$ cat src/fce_pkg.sv
// Constants, state codes and helpers shared by the flash integrity engine.
// Assumes word addressing: one address selects one 16-bit array word.
`default_nettype none

package fce_pkg;

   localparam int ADDR_W   = 25;
   localparam int HP_ADDR_W = ADDR_W - 3;
   localparam int HP_BITS  = 128;
   localparam int SYN_W    = 8;
   localparam int CHK_W    = SYN_W + 1;
   localparam int CNT_W    = 16;

   localparam logic [CNT_W-1:0]  ECC_CNT_MAX = 16'hFFFF;
   localparam logic [31:0]       CRC_POLY    = 32'h1EDC6F41;
   localparam logic [31:0]       CRC_INIT    = 32'hFFFFFFFF;
   localparam logic [31:0]       CRC_XOROUT  = 32'hFFFFFFFF;
   localparam logic [ADDR_W:0]   CRC_MIN_SPAN = 26'h0000002;

   // Overlay offsets of the two result halves.
   localparam logic [ADDR_W-1:0] OVL_RES_LO = 25'h0000000;
   localparam logic [ADDR_W-1:0] OVL_RES_HI = 25'h0000001;

   // Bit positions in the status word and the error status.
   localparam int SW_CRC_ABORT = 3;
   localparam int SW_PROG_FAIL = 4;
   localparam int SW_READY     = 7;
   localparam int SW_CRC_SUSP  = 8;
   localparam int ES_CORR      = 0;
   localparam int ES_UNCORR    = 1;

   localparam logic [15:0] RESULT_RST = 16'h0000;

   typedef enum logic [1:0] {
      CRC_IDLE = 2'b00,
      CRC_REQ  = 2'b01,
      CRC_WAIT = 2'b10,
      CRC_SUSP = 2'b11
   } fce_crc_state_t;

   // Code position of data bit idx: powers of two are left to check bits.
   function automatic logic [SYN_W-1:0] fce_code_pos(input int idx);
      int               n;
      logic [SYN_W-1:0] r;
      n = 0;
      r = '0;
      for (int p = 1; p < 256; p++) begin
         if ((p & (p - 1)) != 0) begin
            if (n == idx) r = SYN_W'(p);
            n++;
         end
      end
      return r;
   endfunction

endpackage
`default_nettype wire

$ cat src/fce_engine.sv
// Error correction and check-value engine of a synchronous NOR flash.
// Assumes the host interface decodes bus commands into one-cycle pulses and
// that the array returns check bits and the reprogram marker with each fetch.
`default_nettype none

module fce_engine (
   input  wire logic                           ref_clk,
   input  wire logic                           rst,
   input  wire logic                           ded_mode_en,
   input  wire logic                           prog_commit,
   input  wire logic [fce_pkg::HP_BITS-1:0]    prog_data,
   input  wire logic                           prog_hp_written,
   output logic                                arr_prog_en_q,
   output logic                                hid_check_we_q,
   output logic      [fce_pkg::CHK_W-1:0]      hid_check_q,
   output logic                                hid_ecc_off_q,
   input  wire logic                           fetch_valid,
   input  wire logic [fce_pkg::HP_ADDR_W-1:0]  fetch_hp_addr,
   input  wire logic [fce_pkg::HP_BITS-1:0]    fetch_data,
   input  wire logic [fce_pkg::CHK_W-1:0]      fetch_check,
   input  wire logic                           fetch_ecc_off,
   input  wire logic [2:0]                     fetch_word_sel,
   output logic                                rd_word_valid_q,
   output logic      [15:0]                    rd_word_q,
   input  wire logic                           ecc_int_en,
   input  wire logic                           strobe_stop_en,
   input  wire logic                           ecc_status_clr,
   input  wire logic                           xfer_end,
   output logic      [1:0]                     ecc_status_q,
   output logic                                ecc_int_q,
   output logic                                read_data_strobe_hold_q,
   output logic      [fce_pkg::ADDR_W-1:0]     ecc_err_addr_q,
   output logic      [fce_pkg::CNT_W-1:0]      ecc_count_q,
   input  wire logic                           dev_standby,
   input  wire logic                           other_aso_active,
   input  wire logic                           cmd_aso_enter,
   input  wire logic                           cmd_aso_exit,
   input  wire logic                           cmd_start_wr,
   input  wire logic                           cmd_end_wr,
   input  wire logic [fce_pkg::ADDR_W-1:0]     cmd_wdata,
   input  wire logic                           cmd_suspend,
   input  wire logic                           cmd_resume,
   input  wire logic                           status_clr,
   output logic                                crc_rd_req_q,
   output logic      [fce_pkg::ADDR_W-1:0]     crc_rd_addr_q,
   input  wire logic                           crc_rd_valid,
   input  wire logic [15:0]                    crc_rd_data,
   input  wire logic                           ovl_rd,
   input  wire logic [fce_pkg::ADDR_W-1:0]     ovl_rd_addr,
   output logic      [15:0]                    ovl_rd_data_q,
   output logic                                address_space_overlay_q,
   output logic      [15:0]                    status_word_q
);

   logic [fce_pkg::CHK_W-1:0]   enc_check;
   logic [fce_pkg::HP_BITS-1:0] fix_data;
   logic                        dec_single;
   logic                        dec_double;
   logic                        ecc_on;
   logic [31:0]                 crc_nx;

   // Encoder: check bits travel only to the hidden storage port.
   fce_hamming u_enc (
      .data       (prog_data),
      .check_in   ('0),
      .ded_en     (1'b0),
      .fix_en     (1'b0),
      .check_out  (enc_check),
      .data_fix   (),
      .single_err (),
      .double_err ()
   );

   assign ecc_on = fetch_valid && !fetch_ecc_off;

   fce_hamming u_dec (
      .data       (fetch_data),
      .check_in   (fetch_check),
      .ded_en     (ded_mode_en),
      .fix_en     (!fetch_ecc_off),
      .check_out  (),
      .data_fix   (fix_data),
      .single_err (dec_single),
      .double_err (dec_double)
   );

   logic ev_corr;
   logic ev_uncorr;
   assign ev_corr   = ecc_on && dec_single;
   assign ev_uncorr = ecc_on && dec_double;

   // Program, fetch and error reporting group.
   logic                       arr_prog_en_d;
   logic                       hid_check_we_d;
   logic [fce_pkg::CHK_W-1:0]  hid_check_d;
   logic                       hid_ecc_off_d;
   logic                       prog_fail_q;
   logic                       prog_fail_d;
   logic                       rd_word_valid_d;
   logic [15:0]                rd_word_d;
   logic [1:0]                 ecc_status_d;
   logic                       ecc_int_d;
   logic                       hold_d;
   logic [fce_pkg::ADDR_W-1:0] ecc_err_addr_d;
   logic [fce_pkg::CNT_W-1:0]  ecc_count_d;

   always_comb begin
      arr_prog_en_d  = 1'b0;
      hid_check_we_d = 1'b0;
      hid_check_d    = hid_check_q;
      hid_ecc_off_d  = hid_ecc_off_q;
      prog_fail_d    = prog_fail_q && !status_clr;
      if (prog_commit) begin
         if (prog_hp_written && ded_mode_en) begin
            prog_fail_d = 1'b1;
         end else begin
            arr_prog_en_d  = 1'b1;
            hid_check_we_d = 1'b1;
            hid_check_d    = enc_check;
            hid_ecc_off_d  = prog_hp_written;
         end
      end
      rd_word_valid_d = fetch_valid;
      rd_word_d = fetch_valid ? fix_data[16*fetch_word_sel +: 16] : rd_word_q;
      // A new event wins over a clear arriving in the same cycle.
      ecc_status_d = ecc_status_clr ? 2'b00 : ecc_status_q;
      ecc_status_d[fce_pkg::ES_CORR]   = ecc_status_d[fce_pkg::ES_CORR] | ev_corr;
      ecc_status_d[fce_pkg::ES_UNCORR] = ecc_status_d[fce_pkg::ES_UNCORR] | ev_uncorr;
      ecc_int_d = ecc_int_en && (ecc_status_d != 2'b00);
      hold_d = (read_data_strobe_hold_q && !xfer_end) || (ev_uncorr && strobe_stop_en);
      ecc_err_addr_d = ecc_err_addr_q;
      ecc_count_d    = ecc_count_q;
      if (ev_corr || ev_uncorr) begin
         ecc_err_addr_d = {fetch_hp_addr, fetch_word_sel};
         if (ecc_count_q != fce_pkg::ECC_CNT_MAX) begin
            ecc_count_d = ecc_count_q + 1'b1;
         end
      end
   end

   always_ff @(posedge ref_clk or posedge rst) begin
      if (rst) begin
         arr_prog_en_q           <= 1'b0;
         hid_check_we_q          <= 1'b0;
         hid_check_q             <= '0;
         hid_ecc_off_q           <= 1'b0;
         prog_fail_q             <= 1'b0;
         rd_word_valid_q         <= 1'b0;
         rd_word_q               <= 16'h0000;
         ecc_status_q            <= 2'b00;
         ecc_int_q               <= 1'b0;
         read_data_strobe_hold_q <= 1'b0;
         ecc_err_addr_q          <= '0;
         ecc_count_q             <= '0;
      end else begin
         arr_prog_en_q           <= arr_prog_en_d;
         hid_check_we_q          <= hid_check_we_d;
         hid_check_q             <= hid_check_d;
         hid_ecc_off_q           <= hid_ecc_off_d;
         prog_fail_q             <= prog_fail_d;
         rd_word_valid_q         <= rd_word_valid_d;
         rd_word_q               <= rd_word_d;
         ecc_status_q            <= ecc_status_d;
         ecc_int_q               <= ecc_int_d;
         read_data_strobe_hold_q <= hold_d;
         ecc_err_addr_q          <= ecc_err_addr_d;
         ecc_count_q             <= ecc_count_d;
      end
   end

   // Check-value group.
   fce_pkg::fce_crc_state_t    st_q, st_d;
   logic [fce_pkg::ADDR_W-1:0] sa_q, sa_d, ea_q, ea_d, cur_q, cur_d;
   logic [31:0]                crc_q, crc_d;
   logic [15:0]                res_lo_q, res_lo_d, res_hi_q, res_hi_d;
   logic                       ovl_d, abort_q, abort_d, spend_q, spend_d;
   logic                       rd_req_d;
   logic [fce_pkg::ADDR_W-1:0] rd_addr_d;
   logic [15:0]                ovl_data_d;
   logic [15:0]                status_d;
   logic                       start_ok;
   logic                       too_short;

   fce_crc_word u_crc (
      .crc_in  (crc_q),
      .word    (crc_rd_data),
      .crc_out (crc_nx)
   );

   assign start_ok = address_space_overlay_q && cmd_end_wr && st_q == fce_pkg::CRC_IDLE
                     && dev_standby && !other_aso_active;
   assign too_short = {1'b0, cmd_wdata} < ({1'b0, sa_q} + fce_pkg::CRC_MIN_SPAN);

   always_comb begin
      st_d      = st_q;
      sa_d      = sa_q;
      ea_d      = ea_q;
      cur_d     = cur_q;
      crc_d     = crc_q;
      res_lo_d  = res_lo_q;
      res_hi_d  = res_hi_q;
      ovl_d     = address_space_overlay_q;
      abort_d   = abort_q && !status_clr;
      spend_d   = spend_q;
      rd_req_d  = 1'b0;
      rd_addr_d = crc_rd_addr_q;
      if (cmd_aso_enter && !other_aso_active && st_q == fce_pkg::CRC_IDLE) ovl_d = 1'b1;
      if (address_space_overlay_q && cmd_start_wr && st_q == fce_pkg::CRC_IDLE) begin
         sa_d = cmd_wdata;
      end
      if (address_space_overlay_q && cmd_end_wr && st_q == fce_pkg::CRC_IDLE) begin
         ea_d = cmd_wdata;
      end
      if (start_ok) begin
         res_lo_d = fce_pkg::RESULT_RST;
         res_hi_d = fce_pkg::RESULT_RST;
         if (too_short) begin
            abort_d = 1'b1;
         end else begin
            abort_d = 1'b0;
            spend_d = 1'b0;
            cur_d   = sa_q;
            crc_d   = fce_pkg::CRC_INIT;
            st_d    = fce_pkg::CRC_REQ;
         end
      end
      case (st_q)
         fce_pkg::CRC_REQ: begin
            if (spend_q || cmd_suspend) begin
               st_d    = fce_pkg::CRC_SUSP;
               spend_d = 1'b0;
            end else begin
               rd_req_d  = 1'b1;
               rd_addr_d = cur_q;
               st_d      = fce_pkg::CRC_WAIT;
            end
         end
         fce_pkg::CRC_WAIT: begin
            if (cmd_suspend) spend_d = 1'b1;
            if (crc_rd_valid) begin
               crc_d = crc_nx;
               if (cur_q == ea_q) begin
                  {res_hi_d, res_lo_d} = crc_nx ^ fce_pkg::CRC_XOROUT;
                  st_d    = fce_pkg::CRC_IDLE;
                  spend_d = 1'b0;
               end else begin
                  cur_d = cur_q + 1'b1;
                  st_d  = fce_pkg::CRC_REQ;
               end
            end
         end
         fce_pkg::CRC_SUSP: begin
            if (cmd_resume) st_d = fce_pkg::CRC_REQ;
         end
         default: ;
      endcase
      // Exit abandons a running calculation; the results then keep the RESULT_RST value loaded at its start unless the last word arrives in that cycle.
      if (cmd_aso_exit) begin
         ovl_d   = 1'b0;
         st_d    = fce_pkg::CRC_IDLE;
         spend_d = 1'b0;
         rd_req_d = 1'b0;
      end
      ovl_data_d = 16'h0000;
      if (address_space_overlay_q && ovl_rd) begin
         if (ovl_rd_addr == fce_pkg::OVL_RES_LO) ovl_data_d = res_lo_q;
         else if (ovl_rd_addr == fce_pkg::OVL_RES_HI) ovl_data_d = res_hi_q;
      end
      status_d = 16'h0000;
      status_d[fce_pkg::SW_READY]     = st_q == fce_pkg::CRC_IDLE;
      status_d[fce_pkg::SW_CRC_SUSP]  = st_q == fce_pkg::CRC_SUSP;
      status_d[fce_pkg::SW_CRC_ABORT] = abort_q;
      status_d[fce_pkg::SW_PROG_FAIL] = prog_fail_q;
   end

   always_ff @(posedge ref_clk or posedge rst) begin
      if (rst) begin
         st_q                    <= fce_pkg::CRC_IDLE;
         sa_q                    <= '0;
         ea_q                    <= '0;
         cur_q                   <= '0;
         crc_q                   <= 32'h00000000;
         res_lo_q                <= fce_pkg::RESULT_RST;
         res_hi_q                <= fce_pkg::RESULT_RST;
         address_space_overlay_q <= 1'b0;
         abort_q                 <= 1'b0;
         spend_q                 <= 1'b0;
         crc_rd_req_q            <= 1'b0;
         crc_rd_addr_q           <= '0;
         ovl_rd_data_q           <= 16'h0000;
         status_word_q           <= 16'h0000;
      end else begin
         st_q                    <= st_d;
         sa_q                    <= sa_d;
         ea_q                    <= ea_d;
         cur_q                   <= cur_d;
         crc_q                   <= crc_d;
         res_lo_q                <= res_lo_d;
         res_hi_q                <= res_hi_d;
         address_space_overlay_q <= ovl_d;
         abort_q                 <= abort_d;
         spend_q                 <= spend_d;
         crc_rd_req_q            <= rd_req_d;
         crc_rd_addr_q           <= rd_addr_d;
         ovl_rd_data_q           <= ovl_data_d;
         status_word_q           <= status_d;
      end
   end
endmodule // fce_engine
`default_nettype wire

$ cat src/fce_hamming.sv
// Hamming code over one 128-bit half-page: encodes, or checks and corrects.
// Assumes the overall parity bit sits in the top bit of the check field.
`default_nettype none

module fce_hamming (
   input  wire logic [fce_pkg::HP_BITS-1:0] data,
   input  wire logic [fce_pkg::CHK_W-1:0]   check_in,
   input  wire logic                        ded_en,
   input  wire logic                        fix_en,
   output logic      [fce_pkg::CHK_W-1:0]   check_out,
   output logic      [fce_pkg::HP_BITS-1:0] data_fix,
   output logic                             single_err,
   output logic                             double_err
);

   logic [fce_pkg::SYN_W-1:0] term [fce_pkg::HP_BITS];
   logic [fce_pkg::SYN_W-1:0] acc;
   logic [fce_pkg::SYN_W-1:0] syn;
   logic                      perr;

   for (genvar i = 0; i < fce_pkg::HP_BITS; i++) begin : g_bit
      localparam logic [fce_pkg::SYN_W-1:0] POS = fce_pkg::fce_code_pos(i);
      assign term[i] = data[i] ? POS : '0;
      assign data_fix[i] = data[i] ^ (fix_en && single_err && syn == POS);
   end

   always_comb begin
      acc = '0;
      for (int i = 0; i < fce_pkg::HP_BITS; i++) acc = acc ^ term[i];
   end

   assign check_out = {(^data) ^ (^acc), acc};
   assign syn       = acc ^ check_in[fce_pkg::SYN_W-1:0];
   assign perr      = (^data) ^ (^check_in);

   // Without the double-error mode the parity bit is ignored, so any
   // nonzero syndrome is taken as one flipped bit.
   always_comb begin
      if (ded_en) begin
         single_err = perr;
         double_err = !perr && syn != '0;
      end else begin
         single_err = syn != '0;
         double_err = 1'b0;
      end
   end

endmodule // fce_hamming
`default_nettype wire

$ cat src/fce_crc_word.sv
// One CRC-32C step over a 16-bit array word, low byte first, MSB first.
// Assumes the caller keeps the running value in a register.
`default_nettype none

module fce_crc_word (
   input  wire logic [31:0] crc_in,
   input  wire logic [15:0] word,
   output logic      [31:0] crc_out
);

   always_comb begin
      logic [15:0] bits;
      logic        fb;
      bits = {word[7:0], word[15:8]};
      fb = 1'b0;
      crc_out = crc_in;
      for (int i = 15; i >= 0; i--) begin
         fb = crc_out[31] ^ bits[i];
         crc_out = {crc_out[30:0], 1'b0} ^ (fb ? fce_pkg::CRC_POLY : 32'h00000000);
      end
   end

endmodule // fce_crc_word
`default_nettype wire

$ cat config.mk
export PLATFORM = sky130hd
export DESIGN_NAME = fce_engine
export DESIGN_NICKNAME = d
export VERILOG_FILES = /design/src/fce_pkg.sv /design/src/fce_engine.sv /design/src/fce_hamming.sv /design/src/fce_crc_word.sv
export SDC_FILE = /design/constraint.sdc
export NUM_CORES = 1
export LEC_CHECK = 0
export BUFFER_PORTS_ARGS = -buffer_cell sky130_fd_sc_hd__buf_2
export CORE_ASPECT_RATIO = 0.75
export CORE_MARGIN = 1
export CORE_UTILIZATION = 52
export CTS_CLUSTER_DIAMETER = 80
export DETAILED_ROUTE_END_ITERATION = 7
export GPL_TIMING_DRIVEN = 0
export PLACE_DENSITY = 0.82
export RECOVER_POWER = 25
export SYNTH_ARGS = -nofsm -noshare
export SYNTH_HDL_FRONTEND = slang
export SYNTH_HIERARCHICAL = 1
export SYNTH_SLANG_ARGS = --single-unit
$ cat constraint.sdc
create_clock -name ref_clk -period 7.78 [get_ports ref_clk]
set_clock_uncertainty 0.05 [all_clocks]
set_input_delay 0.389 -clock ref_clk [delete_from_list [all_inputs] [get_ports ref_clk]]
set_output_delay 0.389 -clock ref_clk [all_outputs]
set_load 0.03 [all_outputs]
==> results.md <==
- GRT Total Usage: 0.353
- CP startpoint kind: input pin
- WL met3: 7240 um
- Post-DP HPWL: 64200 um
- Root buf cell: clkbuf_16
- Setup crit start: fetch_data[110]
- CTS Buffer Depth: 3
- Final count of negative-setup-slack endpoints: 0
- Violated checks: max-capacitance violations, max-slew violations
- Hold crit path type: input pin to register
- Crit-path cells: buf_2 -> xor2_1 -> xnor2_1 -> xnor3_1 -> xnor3_1 -> xnor3_1 -> xnor2_1 -> buf_2 -> nand4_1 -> or4_1 -> o21a_1 -> o21a_1 -> clkbuf_1 -> buf_1 -> mux2_2
- Worst-path fanout max: 10
- Via count: 18500
- Post-Syn Area per Cell: 10.9 um^2
- Largest net degree at the start of global routing: 124
- Pre-CTS WS: 1.62 ns
- Crit path required time: 8.20 ns
- Total of fill cells in the finished design: 3441
- Die W: 243 um
- Minimum clock period: 5.74 ns
- Final Slew Violations: 165
- Crit path to: ecc_err_addr_q[17]
- Gr ovfl total: 0
- CORE AREA: 42500 um^2
- CTS tree: yes
- Reg2reg setup slack: 3.56 ns
- Netlist Area Pre-Place: 22600 um^2
- Worst-margin pin slew: 3.07 ns
- Initial antenna violation count: 8
- Crit path max-delay family: XOR/XNOR gates
- DRC violations left: 0
- # IOs: 511
- Num CTS Buffers: 30
- Area Growth Syn to Fin: 20.6%
- Final core utilization: 0.642
- Number of global-route vias before repair: 18700
- TritonRoute pass-1 iters: 5
- Vias per std cell: 5.69
- RSZ-0062 raised after global routing: no
- Final WS setup: 2.04 ns
- Starting DRT DRC Count: 1715
- Fin cells: 3247
- Crit path depth: 15
- Fmax: 174 MHz
- Share of cells above drive strength 1: 0.301
- Final ANT Viol Nets: 0
- Worst-skew pair later-pin latency: 0.58 ns
- Yosys warns: 6
- Final Cycle Share: 0.738
- Final WL: 78400 um
- CP Data Arrival Time: 6.16 ns
- Top layer reached by signal wires: met5
- Routed wire per std cell: 24.1 um
- Relative slew margins: -1.05
- Clk slew on worst S/H paths: 0.06 ns
- Bufs and invs on worst path: 4
- Placed cells: 3155
- CP max stage delay: 0.69 ns
- Initial core utilization: 0.532
- I/O Buffers: 494
- Critical path class: input pin to register
- M1 wire length: 32800 um
- Critical R2R Launch: sa_q[7]
- First-pass GRT wire length: 117000 um
- Worst hold slack: 0.0347 ns
- # Max-Cap Violations: 2
- CP max-delay cell: xnor2_1
- GP Congestion: 1.02
- H-tree depth: 1
- R2r worst-path depth: 15
- Metal2 WL: 35600 um
- CTS Sinks: 264
- Die area: 44300 um^2
- Reg2Reg Capture Point: cur_q[17]
- Fin nets: 3058
- Post-synthesis cell count: 2079
- Die Ht: 183 um
- Cell repeated most along the worst path: xnor3_1
- Status: complete, but fails checks
- Fin. Hold Viols: 0
- Postcts setup bufs: 0
- Setup crit end kind: register
- Core Rows: 65
## how the worst min path moves through the flow
stage                              from          endpoint  slack [ns]  cells after the start
after floorplan             prog_fail_q  status_word_q[4]        0.30                      0
after global placement          abort_q  status_word_q[3]        0.31                      0
after detailed placement        abort_q  status_word_q[3]        0.31                      0
after CTS                 cmd_wdata[13]          sa_q[13]       0.003                      2
after global routing       cmd_wdata[0]           ea_q[0]        0.02                      2
final                     cmd_wdata[24]          ea_q[24]        0.03                      2
## what timing repair did
item	in CTS	in global routing
endpoints found under the hold margin	72	0
endpoints found under the setup margin	0	0
gates resized for setup	0	0
hold buffers	30	0
## final cells by class
class,count,area (um^2),share of cell area
plain buffers,104,502,0.0184
clock buffers,36,823,0.0302
clock inverters,20,254,0.00932
well taps,569,712,0.0261
inverters,19,72.6,0.00266
flip-flops and latches,264,6610,0.242
repair buffers,526,2810,0.103
multi-input cells,1703,15500,0.567
diodes,6,15.0,0.000551
## sequential cells by signal, summed over array words and instances (netlist names), 2 cells and up
signal / count
crc_q: 32
ovl_rd_data_q: 16
ecc_status_q: 2
res_lo_q: 16
ea_q: 25
res_hi_q: 16
cur_q: 25
crc_rd_addr_q: 25
hid_check_q: 9
status_word_q: 4
ecc_err_addr_q: 25
rd_word_q: 16
st_q: 2
sa_q: 25
ecc_count_q: 16
## per-layer routing
layer  vias up  global-route usage
met2       960               0.556
met4         4               0.112
met5         -                   0
met3       144              0.0754
met1      9166               0.486
li1       8201                   -
## cells in the final DEF (no fill, tap or decap), types with 6 or more instances in the layout
cell and n:
nor2b_1 8, a21oi_1 49, mux2i_1 33, nand2_1 167, nand3_1 40, buf_1 10
buf_4 18, clkbuf_16 30, xnor2_2 8, xnor3_1 96, clkinv_2 7, nand4_1 23
nor2_1 147, dfrtp_1 264, mux2_2 112, xor2_1 132, dlygate4sd3_1 30, nand2b_1 8
a2111oi_4 8, mux4_2 32, and2_1 6, nor4bb_1 6, nor3_1 37, nor4_1 10
clkbuf_1 62, inv_1 18, o221a_1 20, xor3_1 10, xnor2_1 576, xnor3_2 11
diode_2 6, and3_1 15, ha_1 32, and4_1 7, a31o_2 33, conb_1 12
o21ai_0 11, buf_2 505
## per-stage QoR
stage / TNS [ns] / cell area, um^2
2_1_floorplan: 0 / 22600
3_3_place_gp: -738.27 / 25800
3_5_place_dp: 0 / 25900
4_1_cts: 0 / 27300
5_1_grt: 0 / 27200
6_report: 0 / 27200
Power is not shown: default switching activity piles up to over one toggle a cycle in this logic, so the estimate is an artifact.
